## src/verilog/ras_pkg.sv

```systemverilog
/*
 * Constants for the return-address stack: depth, widths, register map
 * and field positions.
 * Assumes an APB slave with 32-bit data and word-aligned registers.
 */
package ras_pkg;
    localparam int STACK_DEPTH = 16;
    localparam int PC_WIDTH = 15;
    localparam int PTR_WIDTH = 5;
    localparam int IDX_WIDTH = 4;
    localparam int ADDR_WIDTH = 8;
    localparam int LOW_WIDTH = 8;
    localparam int HIGH_WIDTH = PC_WIDTH - LOW_WIDTH;

    localparam logic [ADDR_WIDTH-1:0] OFF_STACK_POINTER = 8'h00;
    localparam logic [ADDR_WIDTH-1:0] OFF_TOP_ENTRY_HIGH = 8'h04;
    localparam logic [ADDR_WIDTH-1:0] OFF_TOP_ENTRY_LOW = 8'h08;
    localparam logic [ADDR_WIDTH-1:0] OFF_CONFIG = 8'h0C;
    localparam logic [ADDR_WIDTH-1:0] OFF_STATUS = 8'h10;
    localparam logic [ADDR_WIDTH-1:0] OFF_INT_CLEAR = 8'h14;
    localparam logic [ADDR_WIDTH-1:0] OFF_INT_ENABLE = 8'h18;

    // empty stack: pointer sits one below entry zero
    localparam logic [PTR_WIDTH-1:0] PTR_EMPTY = 5'h1F;
    localparam logic [PTR_WIDTH-1:0] PTR_LAST = 5'h0F;

    localparam int FLAG_OVERFLOW = 0;
    localparam int FLAG_UNDERFLOW = 1;
    localparam int FLAG_COUNT = 2;
    localparam int CFG_FAULT_RESET = 0;
    localparam logic CFG_RESET_VALUE = 1'b0;
    localparam logic [FLAG_COUNT-1:0] FLAGS_RESET_VALUE = 2'h0;
endpackage : ras_pkg

```

## src/verilog/return_address_stack.sv

```systemverilog
/*
 * Return-address stack of the core: sixteen program-counter entries,
 * a five-bit pointer, overflow/underflow flags with interrupt, an
 * optional fault reset request and APB access to pointer and top entry.
 * Assumes the sequencer raises push or pop for one cycle per event and
 * that push and pop never share a cycle (push wins if they do).
 */
// Implementation choices: the register offsets and the APB interface to the registers.
module return_address_stack
    import ras_pkg::*;
#(
    parameter int DEPTH = STACK_DEPTH,
    parameter int WIDTH = PC_WIDTH
) (
    input wire logic pclk,
    input wire logic presetn,
    input wire logic psel,
    input wire logic penable,
    input wire logic pwrite,
    input wire logic [ADDR_WIDTH-1:0] paddr,
    input wire logic [31:0] pwdata,
    input wire logic [3:0] pstrb,
    output logic [31:0] prdata,
    output logic pready,
    output logic pslverr,
    input wire logic push,
    input wire logic [WIDTH-1:0] push_pc,
    input wire logic pop,
    output logic [WIDTH-1:0] ret_pc,
    output logic ret_valid,
    output logic fault_reset,
    output logic irq
);
    // index and field slices serve sixteen entries of fifteen bits
    if (DEPTH != STACK_DEPTH || WIDTH != PC_WIDTH) begin : g_size_check
        $error("return_address_stack: only 16 x 15 is supported");
    end

    typedef struct packed {
        // private flops, outside every program or data address space
        logic [DEPTH-1:0][WIDTH-1:0] entry;
        logic [PTR_WIDTH-1:0] ptr;
        logic [FLAG_COUNT-1:0] flags;
        logic [FLAG_COUNT-1:0] int_en;
        logic fault_cfg;
        logic [31:0] rdata;
        logic ready;
        logic slverr;
        logic [WIDTH-1:0] ret_pc;
        logic ret_valid;
        logic fault_reset;
        logic irq;
    } state_type;

    state_type state_q;
    state_type state_d;

    function automatic logic known_addr(input logic [ADDR_WIDTH-1:0] a);
        known_addr = (a == OFF_STACK_POINTER) || (a == OFF_TOP_ENTRY_HIGH)
            || (a == OFF_TOP_ENTRY_LOW) || (a == OFF_CONFIG)
            || (a == OFF_STATUS) || (a == OFF_INT_CLEAR)
            || (a == OFF_INT_ENABLE);
    endfunction : known_addr

    logic access;
    logic wr_take;
    logic [IDX_WIDTH-1:0] idx;
    logic do_push;
    logic do_pop;
    logic ovf_evt;
    logic unf_evt;
    logic fault_evt;
    logic [FLAG_COUNT-1:0] set_flags;
    logic [FLAG_COUNT-1:0] clr_flags;
    logic [WIDTH-1:0] top_val;

    assign access = psel && penable && !state_q.ready;
    assign wr_take = psel && penable && state_q.ready && pwrite
        && !state_q.slverr;
    assign idx = state_q.ptr[IDX_WIDTH-1:0];
    assign top_val = state_q.entry[idx];
    assign do_push = push;
    assign do_pop = pop && !push;
    assign ovf_evt = do_push && (state_q.ptr == PTR_LAST);
    assign unf_evt = do_pop && (state_q.ptr == PTR_EMPTY);
    assign fault_evt = state_q.fault_cfg && (ovf_evt || unf_evt);

    always_comb begin
        set_flags = '0;
        set_flags[FLAG_OVERFLOW] = ovf_evt;
        set_flags[FLAG_UNDERFLOW] = unf_evt;
        clr_flags = '0;
        if (wr_take && paddr == OFF_INT_CLEAR) begin
            clr_flags = pwdata[FLAG_COUNT-1:0];
        end
    end

    always_comb begin
        state_d = state_q;
        state_d.ret_valid = 1'b0;
        state_d.fault_reset = 1'b0;
        // software side of the bus; the core's own events follow and win
        if (access) begin
            state_d.ready = 1'b1;
            state_d.slverr = !known_addr(paddr);
            state_d.rdata = '0;
            if (!pwrite) begin
                case (paddr)
                    OFF_STACK_POINTER:
                        state_d.rdata[PTR_WIDTH-1:0] = state_q.ptr;
                    OFF_TOP_ENTRY_HIGH:
                        state_d.rdata[HIGH_WIDTH-1:0] =
                            top_val[WIDTH-1:LOW_WIDTH];
                    OFF_TOP_ENTRY_LOW:
                        state_d.rdata[LOW_WIDTH-1:0] =
                            top_val[LOW_WIDTH-1:0];
                    OFF_CONFIG:
                        state_d.rdata[CFG_FAULT_RESET] = state_q.fault_cfg;
                    OFF_STATUS:
                        state_d.rdata[FLAG_COUNT-1:0] = state_q.flags;
                    OFF_INT_ENABLE:
                        state_d.rdata[FLAG_COUNT-1:0] = state_q.int_en;
                    default:
                        state_d.rdata = '0;
                endcase
            end
        end else begin
            state_d.ready = 1'b0;
            state_d.slverr = 1'b0;
        end
        if (wr_take) begin
            case (paddr)
                OFF_STACK_POINTER: begin
                    if (pstrb[0]) begin
                        state_d.ptr = pwdata[PTR_WIDTH-1:0];
                    end
                end
                OFF_TOP_ENTRY_HIGH: begin
                    if (pstrb[0]) begin
                        state_d.entry[idx][WIDTH-1:LOW_WIDTH] =
                            pwdata[HIGH_WIDTH-1:0];
                    end
                end
                OFF_TOP_ENTRY_LOW: begin
                    if (pstrb[0]) begin
                        state_d.entry[idx][LOW_WIDTH-1:0] =
                            pwdata[LOW_WIDTH-1:0];
                    end
                end
                OFF_CONFIG: begin
                    if (pstrb[0]) begin
                        state_d.fault_cfg = pwdata[CFG_FAULT_RESET];
                    end
                end
                OFF_INT_ENABLE: begin
                    if (pstrb[0]) begin
                        state_d.int_en = pwdata[FLAG_COUNT-1:0];
                    end
                end
                default: begin
                end
            endcase
        end
        // core side; the upper PC latch is outside and never written
        if (fault_evt) begin
            state_d.ptr = PTR_EMPTY;
            state_d.fault_reset = 1'b1;
        end else if (do_push) begin
            // increment first, then store; wraps as a ring
            state_d.ptr = state_q.ptr + 5'h01;
            state_d.entry[state_d.ptr[IDX_WIDTH-1:0]] = push_pc;
        end else if (do_pop) begin
            state_d.ret_pc = top_val;
            state_d.ret_valid = 1'b1;
            state_d.ptr = state_q.ptr - 5'h01;
        end
        // set beats clear in the same cycle
        state_d.flags = (state_q.flags & ~clr_flags) | set_flags;
        // level follows the enables written in this same cycle
        state_d.irq = |(state_d.flags & state_d.int_en);
    end

    always_ff @(posedge pclk or negedge presetn) begin
        if (!presetn) begin
            state_q <= '0;
            state_q.ptr <= PTR_EMPTY;
            state_q.flags <= FLAGS_RESET_VALUE;
            state_q.fault_cfg <= CFG_RESET_VALUE;
        end else begin
            state_q <= state_d;
        end
    end

    assign prdata = state_q.rdata;
    assign pready = state_q.ready;
    assign pslverr = state_q.slverr;
    assign ret_pc = state_q.ret_pc;
    assign ret_valid = state_q.ret_valid;
    assign fault_reset = state_q.fault_reset;
    assign irq = state_q.irq;

    a_push_incr: assert property (
        @(posedge pclk) disable iff (!presetn)
        push && !fault_evt |=> state_q.ptr == $past(state_q.ptr) + 5'h01)
        else $error("push did not increment pointer");

    a_push_store: assert property (
        @(posedge pclk) disable iff (!presetn)
        push && !fault_evt |=>
            state_q.entry[state_q.ptr[IDX_WIDTH-1:0]] == $past(push_pc))
        else $error("pushed pc not stored at new top");

    a_pop_value: assert property (
        @(posedge pclk) disable iff (!presetn)
        pop && !push && !fault_evt |=> ret_valid
            && ret_pc == $past(top_val)
            && state_q.ptr == $past(state_q.ptr) - 5'h01)
        else $error("pop returned wrong value or pointer");

    a_ovf_flag: assert property (
        @(posedge pclk) disable iff (!presetn)
        push && state_q.ptr == PTR_LAST |=> state_q.flags[FLAG_OVERFLOW])
        else $error("overflow flag not set");

    a_unf_flag: assert property (
        @(posedge pclk) disable iff (!presetn)
        pop && !push && state_q.ptr == PTR_EMPTY
            |=> state_q.flags[FLAG_UNDERFLOW])
        else $error("underflow flag not set");

    a_fault_reset: assert property (
        @(posedge pclk) disable iff (!presetn)
        fault_evt |=> fault_reset && state_q.ptr == PTR_EMPTY
            ##1 !fault_reset)
        else $error("fault reset not one pulse");

    a_ring_wrap: assert property (
        @(posedge pclk) disable iff (!presetn)
        push && !state_q.fault_cfg && state_q.ptr == PTR_LAST
            |=> state_q.entry[0] == $past(push_pc))
        else $error("ring mode did not overwrite entry zero");

    // with the fault reset off a fault sets its flag, the push or pop still goes ahead and no fault_reset is raised
    a_no_fault_ring: assert property (
        @(posedge pclk) disable iff (!presetn)
        (ovf_evt || unf_evt) && !state_q.fault_cfg |=> !fault_reset)
        else $error("fault reset raised while disabled");

    a_irq_level: assert property (
        @(posedge pclk) disable iff (!presetn)
        irq == |(state_q.flags & state_q.int_en))
        else $error("interrupt level wrong");

    a_apb_wait: assert property (
        @(posedge pclk) disable iff (!presetn)
        psel && penable && !pready |=> pready)
        else $error("slave did not answer in one cycle");

    a_err_rdata: assert property (
        @(posedge pclk) disable iff (!presetn)
        pready && pslverr |-> prdata == 32'h0)
        else $error("unmapped access returned data");

    a_ptr_write: assert property (
        @(posedge pclk) disable iff (!presetn)
        wr_take && paddr == OFF_STACK_POINTER && pstrb[0] && !push && !pop
            |=> state_q.ptr == $past(pwdata[PTR_WIDTH-1:0]))
        else $error("pointer write did not land");

    // all register bits sit in lane zero, so lane zero gates every write except the interrupt clear
    a_strb_mask: assert property (
        @(posedge pclk) disable iff (!presetn)
        wr_take && !pstrb[0] && !push && !pop
            |=> $stable(state_q.ptr) && $stable(state_q.entry))
        else $error("write with lane zero off changed the stack");

    // the returned pc stands until the next return
    a_ret_hold: assert property (
        @(posedge pclk) disable iff (!presetn)
        !pop |=> $stable(ret_pc))
        else $error("popped pc changed without a pop");

    c_overflow: cover property (@(posedge pclk) disable iff (!presetn)
        ovf_evt);
    c_underflow: cover property (@(posedge pclk) disable iff (!presetn)
        unf_evt);
    c_fault: cover property (@(posedge pclk) disable iff (!presetn)
        fault_evt);
    c_top_write: cover property (@(posedge pclk) disable iff (!presetn)
        wr_take && paddr == OFF_TOP_ENTRY_LOW);
    c_ring: cover property (@(posedge pclk) disable iff (!presetn)
        push && !state_q.fault_cfg && state_q.ptr == PTR_LAST);
endmodule : return_address_stack

```

## config.mk

```make
export PLATFORM = sky130hd
export DESIGN_NAME = return_address_stack
export DESIGN_NICKNAME = d
export VERILOG_FILES = /design/src/verilog/ras_pkg.sv /design/src/verilog/return_address_stack.sv
export SDC_FILE = /design/constraint.sdc
export NUM_CORES = 1
export LEC_CHECK = 0
export BUFFER_PORTS_ARGS = -buffer_cell sky130_fd_sc_hd__buf_2
export CORE_MARGIN = 8
export CORE_UTILIZATION = 45
export CTS_CLUSTER_SIZE = 16
export DETAILED_ROUTE_END_ITERATION = 8
export GPL_ROUTABILITY_DRIVEN = 1
export GPL_TIMING_DRIVEN = 0
export HOLD_SLACK_MARGIN = 0.02
export MAX_ROUTING_LAYER = met4
export SYNTH_ARGS = -nofsm -noshare
export SYNTH_HDL_FRONTEND = slang
export SYNTH_SLANG_ARGS = --single-unit
```

## constraint.sdc

```tcl
create_clock -name pclk -period 6.45 [get_ports pclk]
set_clock_uncertainty 0.2 [all_clocks]
set_input_delay 0.3225 -clock pclk [delete_from_list [all_inputs] [get_ports pclk]]
set_output_delay 0.3225 -clock pclk [all_outputs]
set_load 0.1 [all_outputs]
```

Word-level counts from Yosys, hierarchy flattened --
Cells that the tools add are included.
Cells by class: equality and inequality tests 8, add/sub/neg operators 2, reductions and logical operators 31, magnitude comparators 4, muxes and demuxes 39, bitwise gates (word level) 6
Operators with widths (count):
- $mux W240 | 4
- $bwmux W240 | 3
- $pmux W240 S2 | 1
- $mux W245 | 1
- $demux W15 S4 | 3
- $bmux W15 S4 | 1
- $mux W15 | 3
- $mux W5 | 5
- $eq A8 B5 Y1 const B | 3
- $eq A8 B4 Y1 const B | 2
- $mux W8 | 2
- $logic_and A1 B1 Y1 | 12
- $reduce_bool A4 Y1 | 3
- $lt A4 B5 Y1 const B | 2
- $pmux W3 S3 | 1
- $reduce_and A3 Y1 | 3
- $eq A8 B3 Y1 const B | 1
- $ge A4 B1 Y1 const B | 2
- $logic_not A8 Y1 | 1
- $mux W2 | 4
- $logic_or A1 B1 Y1 | 7
- $mux W1 | 7
- $pmux W1 S6 | 1
- $add A5 B1 Y5 const B | 1
- other kinds (12) | 17
Storage, ports and cells: register bits after elaboration 302, output and inout port bits 52, word-level logic and storage cells 117, bits of input ports 66

Longest topological paths before layout --
Gate-level depths: netlist (run 1).
depth after elaboration 11, gate-level depth with buffers 11, depth with buffers taken out 8

Least setup slack after synthesis (run 1) --
OpenSTA, ideal clock, no wires.
path type register to register, start point reg state_q (netlist bit idx[3]), end point reg state_q (netlist bit ret_pc[10]), period minus slack after synthesis 3195 ps, buffers on the path 4, stages on the path, launching flop included 11, slack 3255 ps, library setup time 125 ps, data required time 6125 ps, arrival time 2871 ps, cells stage by stage dfstp_2 buf_4 clkbuf_1 buf_1 and3_1 ha_1 and3b_1 o21ai_0 nand2_1 clkbuf_1 mux2_2
On the way: word-level cells in the longest chain between the ends 6, elaborated cells on any way between the ends 10, those cells by class 2 x eq/ne; 2 x mux; 1 x bitwise; 5 x reduce/logical
RTL lines:
- start, declared | line return_address_stack.sv:55 | state_type state_q;
- start signal, assigned | line return_address_stack.sv:190 | state_q <= state_d;
- $eq A5 B4 Y1 or $eq A5 B5 Y1 (tied branches) | line return_address_stack.sv:84, return_address_stack.sv:85
- $logic_and A1 B1 Y1 (on tied branches) | line return_address_stack.sv:84, return_address_stack.sv:85
- $logic_or A1 B1 Y1 | line return_address_stack.sv:86 | assign fault_evt = state_q.fault_cfg && (ovf_evt || unf_evt);
- $logic_and A1 B1 Y1 | line return_address_stack.sv:86
- $not A1 Y1 (no line)
- $reduce_and A3 Y1 (no line)
Parallel ways exist; a longest one is shown, timed or not. The select of a mux whose other input is x is not followed. A chain may end at the register's enable or synchronous reset.

==> results_dict.tcl, run 1 <==
set metrics [dict create \
    status "finished, final reports clean" \
    yosys_warnings 0 \
    met2WireLength_um 25100 \
    yosysTopAreaCell "dfrtp_1" \
    die_h_um 209 \
    die_area_um2 43600 \
    grt_overflow 0 \
    multi_input_area_um2 8820 \
    synth_top_area_share_pct 40.8 \
    relSlewSlack_pct 22.6 \
    cts.sinks 278 \
    cts_root_buffer "clkbuf_16" \
    cts_tree "done" \
    synth_ff_type "dfrtp_1" \
    drc 0 \
    start_util_pct 45.7 \
    post_cts_buffers 0 \
    postPlaceCellArea_um2 17800 \
    die_width_um 209 \
    finalMaxSlewViolations 0 \
    drive_above_1_share_pct 40.9 \
    fin_cells 2019 \
    viasPerCell 6.08 \
    critPathKind "register to register" \
    worst_r2r_startpoint "idx[3]" \
    syn_to_final_growth_pct 14.0 \
    arrival_ns 4.77 \
    via_count 12273 \
    grt_pass1_wl_um 83000 \
    power_density_nw_per_um2 448 \
    register_area_um2 6960 \
    hold_viol_final 0 \
    drtIter0Drc 1156 \
    setup_ws_ns 1.88 \
    drtPass1Iterations 5 \
    setup_viol 0 \
    netlist_area_um2 16700 \
    hp-class "input port to register" \
    antenna_left 0 \
    worst_setup_path_start_kind "register" \
    rsz0062_at_grt "false" \
    wl_met3_um 4120 \
    fillers 3233 \
    endpoint_kind "register" \
    ys_ff_latch 278 \
    startpoint "idx[3]" \
    path_clk_slew_ns 0.06 \
    cp_max_fo 10 \
    num_rows 70 \
    avgSynthCellArea_um2 12.1 \
    place_inst 1938 \
    crit_required_ns 6.65 \
    wl_um 55200 \
    final_cell_area_um2 19100 \
    cap_viol_max_count 0 \
    grt.total_usage_pct 25.7 \
    grt_start_max_net_pins 98 \
    synth_edf_count 0 \
    hpwl_um 39100 \
    async_flop_share_pct 100 \
    met1_length_um 23700 \
    fmax_ghz 0.219 \
    r2r_end "state_q[180]" \
    place_congestion 0.980 \
    routedWlPerCell_um 27.4 \
    antenna_found_initial 2 \
    period_share_pct 70.8 \
    fin_crit_ns 4.57 \
    critPathCapture "state_q[180]" \
    finalNetCount 1600 \
    io_pins 118 \
    numCtsBuffers 34 \
    core-area_um2 36600 \
    worst_pin_slew_ns 1.15 \
    leakagePower_nw 8.71 \
    max-vdd-ir-drop_uv 192 \
    r2r_slack_ns 1.88 \
    hold_slack_ns 0.0357 \
    grt_pass1_vias 12568 \
    h-tree-depth 2 \
    seq_area_frac_synth_pct 41.6 \
    dp_slack_ns 1.92 \
    clk_path_buf_depth 3 \
    worstRegToRegCells 10 \
    ys_types 66 \
    power_w 0.00855 \
    clk_latency_ns 0.52 \
    synth_area_leaders "dfrtp_1, mux2_2, mux4_2" \
    highest_layer "met4" \
    synth_cells 1381 \
    io_buffers 64 \
]
[critical path, cell delays in order (launching register included)]
cell	delay [ns]
dfstp_2	0.40
buf_4	0.20
clkbuf_1	0.43
buf_1	0.46
and3_1	0.32
ha_1	0.19
a21boi_1	0.46
nand2_1	0.28
nor2_1	0.66
buf_2	0.47
mux2_2	0.38
[placed cells by master (no fill, tap or decap), types with 6 or more instances in the layout]
master	n
o2bb2ai_1	6
a21oi_1	13
nor3_2	6
and3_1	14
a22oi_1	9
dfrtp_1	273
o22ai_1	25
buf_2	100
buf_6	11
or3_1	11
a221oi_1	7
clkbuf_1	74
o21ai_1	8
buf_4	50
clkbuf_16	35
clkbuf_8	12
nand2_1	96
mux2_1	10
nor2_1	26
ha_1	10
dlygate4sd3_1	18
mux2i_1	66
inv_1	23
mux2_4	58
nand2b_1	7
mux4_2	61
nor3_4	7
nor3_1	8
conb_1	24
and2_1	6
nand4_1	6
a22o_1	19
o21ai_0	81
mux2_2	268
nand3_1	31
[repair_timing]
item,CTS,global route
hold buffers,18,0
gates resized for setup,0,0
endpoints found under the hold margin,181,0
endpoints found under the setup margin,0,0
[flip-flops by register name (all words and copies together) (netlist names)]
name and flops:
pready 1, pslverr 1, ret_valid 1, state_q 246, fault_reset 1, idx 4
irq 1, prdata 8, ret_pc 15
[per-layer routing]
metal / track usage [%] / vias to the layer above
met5: - / -
met4: 9.77 / 0
met3: 4.80 / 115
met2: 39.2 / 548
met1: 33.9 / 6302
li1: - / 5308
[layout make-up]
class	instances	share of cell area, %
clock inverters	6	0.190
well taps	468	3.07
clock buffers	54	5.59
repair buffers	84	2.96
plain buffers	169	4.98
diodes	3	0.0393
multi-input cells	933	46.2
inverters	24	0.472
flip-flops and latches	278	36.5
[kinds of logic (layout without fill, tap and decap cells)]
| kind of cell | Yosys count | count (layout) | synth area share (%) |
|---|---|---|---|
| fa+ha+maj | 10 | 10 | 0.748 |
| simple gates | 238 | 238 | 7.81 |
| flops | 278 | 278 | 41.6 |
| other cells | 1 | 27 | 0.0224 |
| mux | 463 | 463 | 36.1 |
| compound gates | 198 | 198 | 7.53 |
| buf+inv | 193 | 337 | 6.22 |
[Yosys cell counts (7+ instances only)]
| master | n |
|---|---|
| a21oi_1 | 13 |
| a221oi_1 | 7 |
| a22o_1 | 19 |
| a22oi_1 | 9 |
| and3_1 | 14 |
| buf_2 | 37 |
| buf_4 | 50 |
| buf_6 | 11 |
| clkbuf_1 | 67 |
| dfrtp_1 | 273 |
| ha_1 | 10 |
| inv_1 | 23 |
| mux2_1 | 10 |
| mux2_2 | 268 |
| mux2_4 | 58 |
| mux2i_1 | 66 |
| mux4_2 | 61 |
| nand2_1 | 96 |
| nand2b_1 | 7 |
| nand3_1 | 31 |
| nor2_1 | 26 |
| nor3_1 | 8 |
| nor3_4 | 7 |
| o21ai_0 | 81 |
| o21ai_1 | 8 |
| o22ai_1 | 25 |
| or3_1 | 11 |
[power by group]
group / internal, W / switching (W)
Clock: 0.00113 / 0.000769
Sequential: 0.00253 / 0.000432
Combinational: 0.00179 / 0.00190
Total: 0.00545 / 0.00310
[stage by stage]
stage | setup TNS (ns) | util [%]
after floorplan | 0 | -
after global placement | -173.17 | 48.4
after detailed placement | 0 | 48.6
after CTS | 0 | 52.1
after global routing | 0 | 52.1
final | 0 | 52.1
[worst min-delay path by stage]
stage,from,end,slack (ns),cells after the start
finish,paddr[0],pslverr,0.04,3
global route,push,state_q[55],0.06,3
floorplan,presetn,fault_reset,-0.17,0
global placement,prdata[0],prdata[0],0.27,2
CTS,paddr[0],pslverr,0.03,3
detailed placement,presetn,irq,0.21,1
Note: power is estimated with default switching activity, not from simulation.
==> inputs of run 2 (changes only) <==
==> constraint.sdc (replaced) <==
create_clock -name pclk -period 4.75 [get_ports pclk]
set_clock_uncertainty 0.2 [all_clocks]
set_input_delay 0.2375 -clock pclk [delete_from_list [all_inputs] [get_ports pclk]]
set_output_delay 0.2375 -clock pclk [all_outputs]
set_load 0.1 [all_outputs]
==> results_dict.tcl, run 2 (same netlist as run 1, synthesis figures left out) <==
set metrics [dict create \
    largest_register "state_q" \
    worst_pin_slew_ns 1.15 \
    finalNetCount 1610 \
    power_frac_seq_pct 34.6 \
    io_buffers 64 \
    grt_start_max_net_pins 98 \
    fin_crit_ns 4.54 \
    setup_viol 0 \
    clk_path_buf_depth 3 \
    syn_to_final_growth_pct 14.7 \
    hp-class "input port to register" \
    path_clk_slew_ns 0.06 \
    grt_overflow 0 \
    timing.setup.tns_ns 0 \
    start_util_pct 45.7 \
    hpwl_um 39100 \
    crit_required_ns 4.95 \
    die_h_um 209 \
    grt_pass1_vias 12612 \
    comb_power_share_pct 43.2 \
    layout_common_cells "dfrtp_1, mux2_2, buf_2" \
    leakagePower_nw 8.76 \
    cts.sinks 278 \
    drtIter0Drc 1083 \
    p_sw_share_pct 36.3 \
    antenna_left 0 \
    fmax_ghz 0.220 \
    via_count 12346 \
    rsz0062_at_grt "false" \
    h-tree-depth 2 \
    hold_viol_final 0 \
    clk_latency_ns 0.52 \
    critPathKind "register to register" \
    fillers 3223 \
    cap_viol_max_count 0 \
    cp_max_fo 10 \
    core-area_um2 36600 \
    drc 0 \
    largest_register_ffs 246 \
    die_area_um2 43600 \
    viasPerCell 6.08 \
    power_frac_clock_pct 22.2 \
    grt.total_usage_pct 25.8 \
    num_rows 70 \
    post_cts_buffers 0 \
    antenna_found_initial 2 \
    arrival_ns 4.74 \
    p_switching_w 0.00422 \
    numCtsBuffers 34 \
    period_share_pct 95.6 \
    p_int_w 0.00740 \
    cts_root_buffer "clkbuf_16" \
    drive_above_1_share_pct 40.8 \
    routedWlPerCell_um 27.2 \
    endpoint_kind "register" \
    finalMaxSlewViolations 0 \
    wl_um 55100 \
    max-vdd-ir-drop_uv 258 \
    postPlaceCellArea_um2 17800 \
    power_density_nw_per_um2 606 \
    die_width_um 209 \
    power_w 0.0116 \
    relSlewSlack_pct 23.1 \
    worst_setup_path_start_kind "register" \
    drtPass1Iterations 5 \
    io_pins 118 \
    grt_pass1_wl_um 83200 \
    status "finished, final reports clean" \
    final_cell_area_um2 19200 \
    final_common_cell "dfrtp_1" \
    cts_tree "done" \
    place_congestion 0.980 \
]
## run 2: cell count changes in the layout (fill, tap and decap cells not counted), sizes merged
cell	previous run	this run
dlygate4sd3	18	28
## run 2: worst paths after layout
path                            from      endpoint  slack, ns  cells past startpoint
setup reg to reg              idx[3]  state_q[297]       0.21                     10
setup / recovery              idx[3]  state_q[297]       0.21                     10
hold reg to reg            ret_pc[2]     ret_pc[2]       0.28                      2
min in group asynchronous    presetn  state_q[183]       0.15                      2
max in group asynchronous    presetn  state_q[248]       3.20                      3
hold / removal              paddr[0]     prdata[2]       0.04                      4
## run 2: what timing repair did
action | in CTS | in global routing
setup endpoints to repair | 0 | 18
hold endpoints to repair | 193 | 0
hold buffers | 28 | 0
gates resized for setup | 0 | 2
## run 2: worst max-delay path, stage by stage (launching register included)
cell and delay, ns:
dfstp_2 0.40, buf_4 0.20, clkbuf_1 0.42, buf_1 0.46, and3_1 0.32, ha_1 0.19, a21boi_1 0.46, nand2_1 0.29
nor2_1 0.64, buf_2 0.45, mux2_2 0.38
## run 2: cell type report
cell class | count | area [um2] | share of cell area, %
multi-input combinational | 933 | 8820 | 46.0
sequential | 278 | 6960 | 36.3
clock buffer | 54 | 1070 | 5.56
buffer | 169 | 951 | 4.96
timing repair buffer | 94 | 666 | 3.47
tap | 468 | 586 | 3.05
inverter | 24 | 90.1 | 0.469
clock inverter | 6 | 36.3 | 0.189
antenna | 3 | 7.51 | 0.0391
## run 2: power by group through the flow
| stage | combinational (W) | sequential [W] | clock, W |
|---|---|---|---|
| floorplan | 0.00381 | 0.00383 | 0 |
| global placement | 0.00483 | 0.00399 | 0 |
| detailed placement | 0.00495 | 0.00403 | 0 |
| CTS | 0.00498 | 0.00400 | 0.00261 |
| global route | 0.00533 | 0.00413 | 0.00269 |
| finish | 0.00501 | 0.00402 | 0.00258 |
## run 2: layer usage
layer | GRT usage, % | wire [um] | vias up
met5 | - | 0 | -
met4 | 9.79 | 2370 | 0
met3 | 4.86 | 3990 | 128
met2 | 39.3 | 24900 | 566
met1 | 33.9 | 23800 | 6317
li1 | - | - | 5335
## run 2: stage by stage
step	hold slack [ns]	worst slack, ns	utilization [%]	std cells
floorplan	-0.258	1.55	-	1404
global placement	0.269	-2.29	48.4	1936
detailed placement	0.130	0.218	48.6	1938
CTS	0.0207	0.209	52.4	2026
global route	0.0456	0.0255	52.4	2028
finish	0.0394	0.208	52.4	2029
==> inputs of run 3 (changes only) <==
--- a/config.mk
+++ b/config.mk
@@ -6,14 +6,17 @@
 export NUM_CORES = 1
 export LEC_CHECK = 0
 export BUFFER_PORTS_ARGS = -buffer_cell sky130_fd_sc_hd__buf_2
+export CELL_PAD_IN_SITES_DETAIL_PLACEMENT = 1
+export CELL_PAD_IN_SITES_GLOBAL_PLACEMENT = 2
 export CORE_MARGIN = 8
-export CORE_UTILIZATION = 45
+export CORE_UTILIZATION = 42
 export CTS_CLUSTER_SIZE = 16
 export DETAILED_ROUTE_END_ITERATION = 8
 export GPL_ROUTABILITY_DRIVEN = 1
 export GPL_TIMING_DRIVEN = 0
 export HOLD_SLACK_MARGIN = 0.02
 export MAX_ROUTING_LAYER = met4
+export PLACE_DENSITY_LB_ADDON = 0.1
 export SYNTH_ARGS = -nofsm -noshare
 export SYNTH_HDL_FRONTEND = slang
 export SYNTH_SLANG_ARGS = --single-unit
==> results_dict.tcl, run 3 (same netlist as run 1, synthesis figures left out) <==
set metrics [dict create \
    status "finished, final reports clean" \
    grt_start_max_net_pins 99 \
    power_frac_seq_pct 34.0 \
    antenna_left 0 \
    setup_viol 0 \
    start_util_pct 42.3 \
    grt_pass1_wl_um 90000 \
    cp_max_fo 10 \
    relSlewSlack_pct 11.9 \
    comb_power_share_pct 43.1 \
    fmax_ghz 0.229 \
    cap_viol_max_count 0 \
    final_core_util_pct 48.9 \
    die_area_um2 46500 \
    place_inst 1995 \
    syn_to_final_growth_pct 15.6 \
    postPlaceCellArea_um2 17900 \
    leakagePower_nw 8.80 \
    worst_r2r_startpoint "idx[1]" \
    via_count 12232 \
    die_h_um 216 \
    p_int_w 0.00754 \
    fin_crit_ns 4.36 \
    final_common_cell "dfrtp_1" \
    hold_viol_final 0 \
    min_from "psel" \
    p_sw_share_pct 36.4 \
    path_clk_slew_ns 0.06 \
    cts.sinks 278 \
    largest_register_ffs 246 \
    largest_register "state_q" \
    drtPass1Iterations 5 \
    io_buffers 64 \
    dp_slack_ns -0.0601 \
    cts_root_buffer "clkbuf_16" \
    startpoint "idx[1]" \
    hpwl_um 43300 \
    grt_overflow 0 \
    num_rows 73 \
    viasPerCell 5.86 \
    crit_required_ns 4.97 \
    arrival_ns 4.58 \
    worst_pin_slew_ns 1.31 \
    core-area_um2 39500 \
    finalMaxSlewViolations 0 \
    die_width_um 216 \
    max-vdd-ir-drop_uv 249 \
    layout_common_cells "dfrtp_1, mux2_2, buf_2" \
    period_share_pct 91.8 \
    io_pins 118 \
    drc 0 \
    power_density_nw_per_um2 613 \
    final_cell_area_um2 19300 \
    power_frac_clock_pct 22.9 \
    h-tree-depth 2 \
    finalNetCount 1614 \
    clk_latency_ns 0.54 \
    critPathKind "register to register" \
    worst_setup_path_start_kind "register" \
    wl_um 60300 \
    endpoint_kind "register" \
    numCtsBuffers 36 \
    drtIter0Drc 882 \
    hp-class "input port to register" \
    clk_path_buf_depth 3 \
    power_w 0.0119 \
    antenna_found_initial 1 \
    grt_pass1_vias 13046 \
    setup_ws_ns 0.389 \
    p_switching_w 0.00431 \
    post_cts_buffers 0 \
    fin_cells 2088 \
    hold_depth 4 \
    grt.total_usage_pct 26.7 \
    worstRegToRegCells 9 \
    drive_above_1_share_pct 40.6 \
    place_congestion 0.854 \
    rsz0062_at_grt "false" \
    cts_tree "done" \
    routedWlPerCell_um 28.9 \
]
## run 3: cell count changes in the layout (fill, tap and decap cells not counted), sizes merged
cell	change
bufinv	+2
clkbuf	+2
clkinv	-2
diode	-2
dlygate4sd3	+3
inv	-1
## run 3: what timing repair did
action	4_1_cts	5_1_grt
hold buffers	31	0
pin swaps	0	0
gates resized for setup	1	2
hold endpoints to repair	200	0
endpoints found under the setup margin	10	79
## run 3: cell type report
cell class / instances / area (um2)
well taps: 525 / 657
diodes: 1 / 2.50
repair buffers: 97 / 696
clock buffers: 57 / 1090
inverters: 24 / 90.1
multi-input cells: 933 / 8820
clock inverters: 5 / 77.6
flip-flops and latches: 278 / 6960
fillers: 4161 / 20200
plain buffers: 168 / 947
## run 3: worst paths after layout
path,to,slack [ns]
setup / recovery,state_q[209],0.39
hold / removal,pready,0.03
setup reg to reg,state_q[209],0.39
hold reg to reg,ret_pc[13],0.28
max in group asynchronous,state_q[293],3.20
min in group asynchronous,state_q[63],0.14
## run 3: layer usage
layer  global-route usage, %  up-vias  part of all wire, %
li1                        -     5342                    -
met1                    34.4     6431                   44
met2                    42.0      356                   48
met3                    4.03      103                  4.9
met4                    10.7        0                  3.8
met5                       -        -                    0
## run 3: through the flow
stage,hold slack [ns],setup TNS (ns)
final,0.0283,0
after detailed placement,0.133,-0.412
after floorplan,-0.258,0
after global routing,0.0517,0
after CTS,0.0215,0
after global placement,0.271,-643.54
## run 3: power groups by stage
stage | registers [W] | logic (W) | clock network [W]
6_report | 0.00403 | 0.00511 | 0.00272
5_1_grt | 0.00413 | 0.00545 | 0.00285
4_1_cts | 0.00401 | 0.00510 | 0.00278
3_5_place_dp | 0.00404 | 0.00506 | 0
3_3_place_gp | 0.00401 | 0.00493 | 0
2_1_floorplan | 0.00383 | 0.00381 | 0
## run 3: critical path: stages (launching register included)
cell     delay [ns]
dfstp_2        0.41
buf_2          0.24
buf_2          0.30
buf_2          0.33
inv_1          0.34
ha_1           0.32
nand3_1        0.33
nor3_1         1.05
mux2_2         0.42
mux2_2         0.26
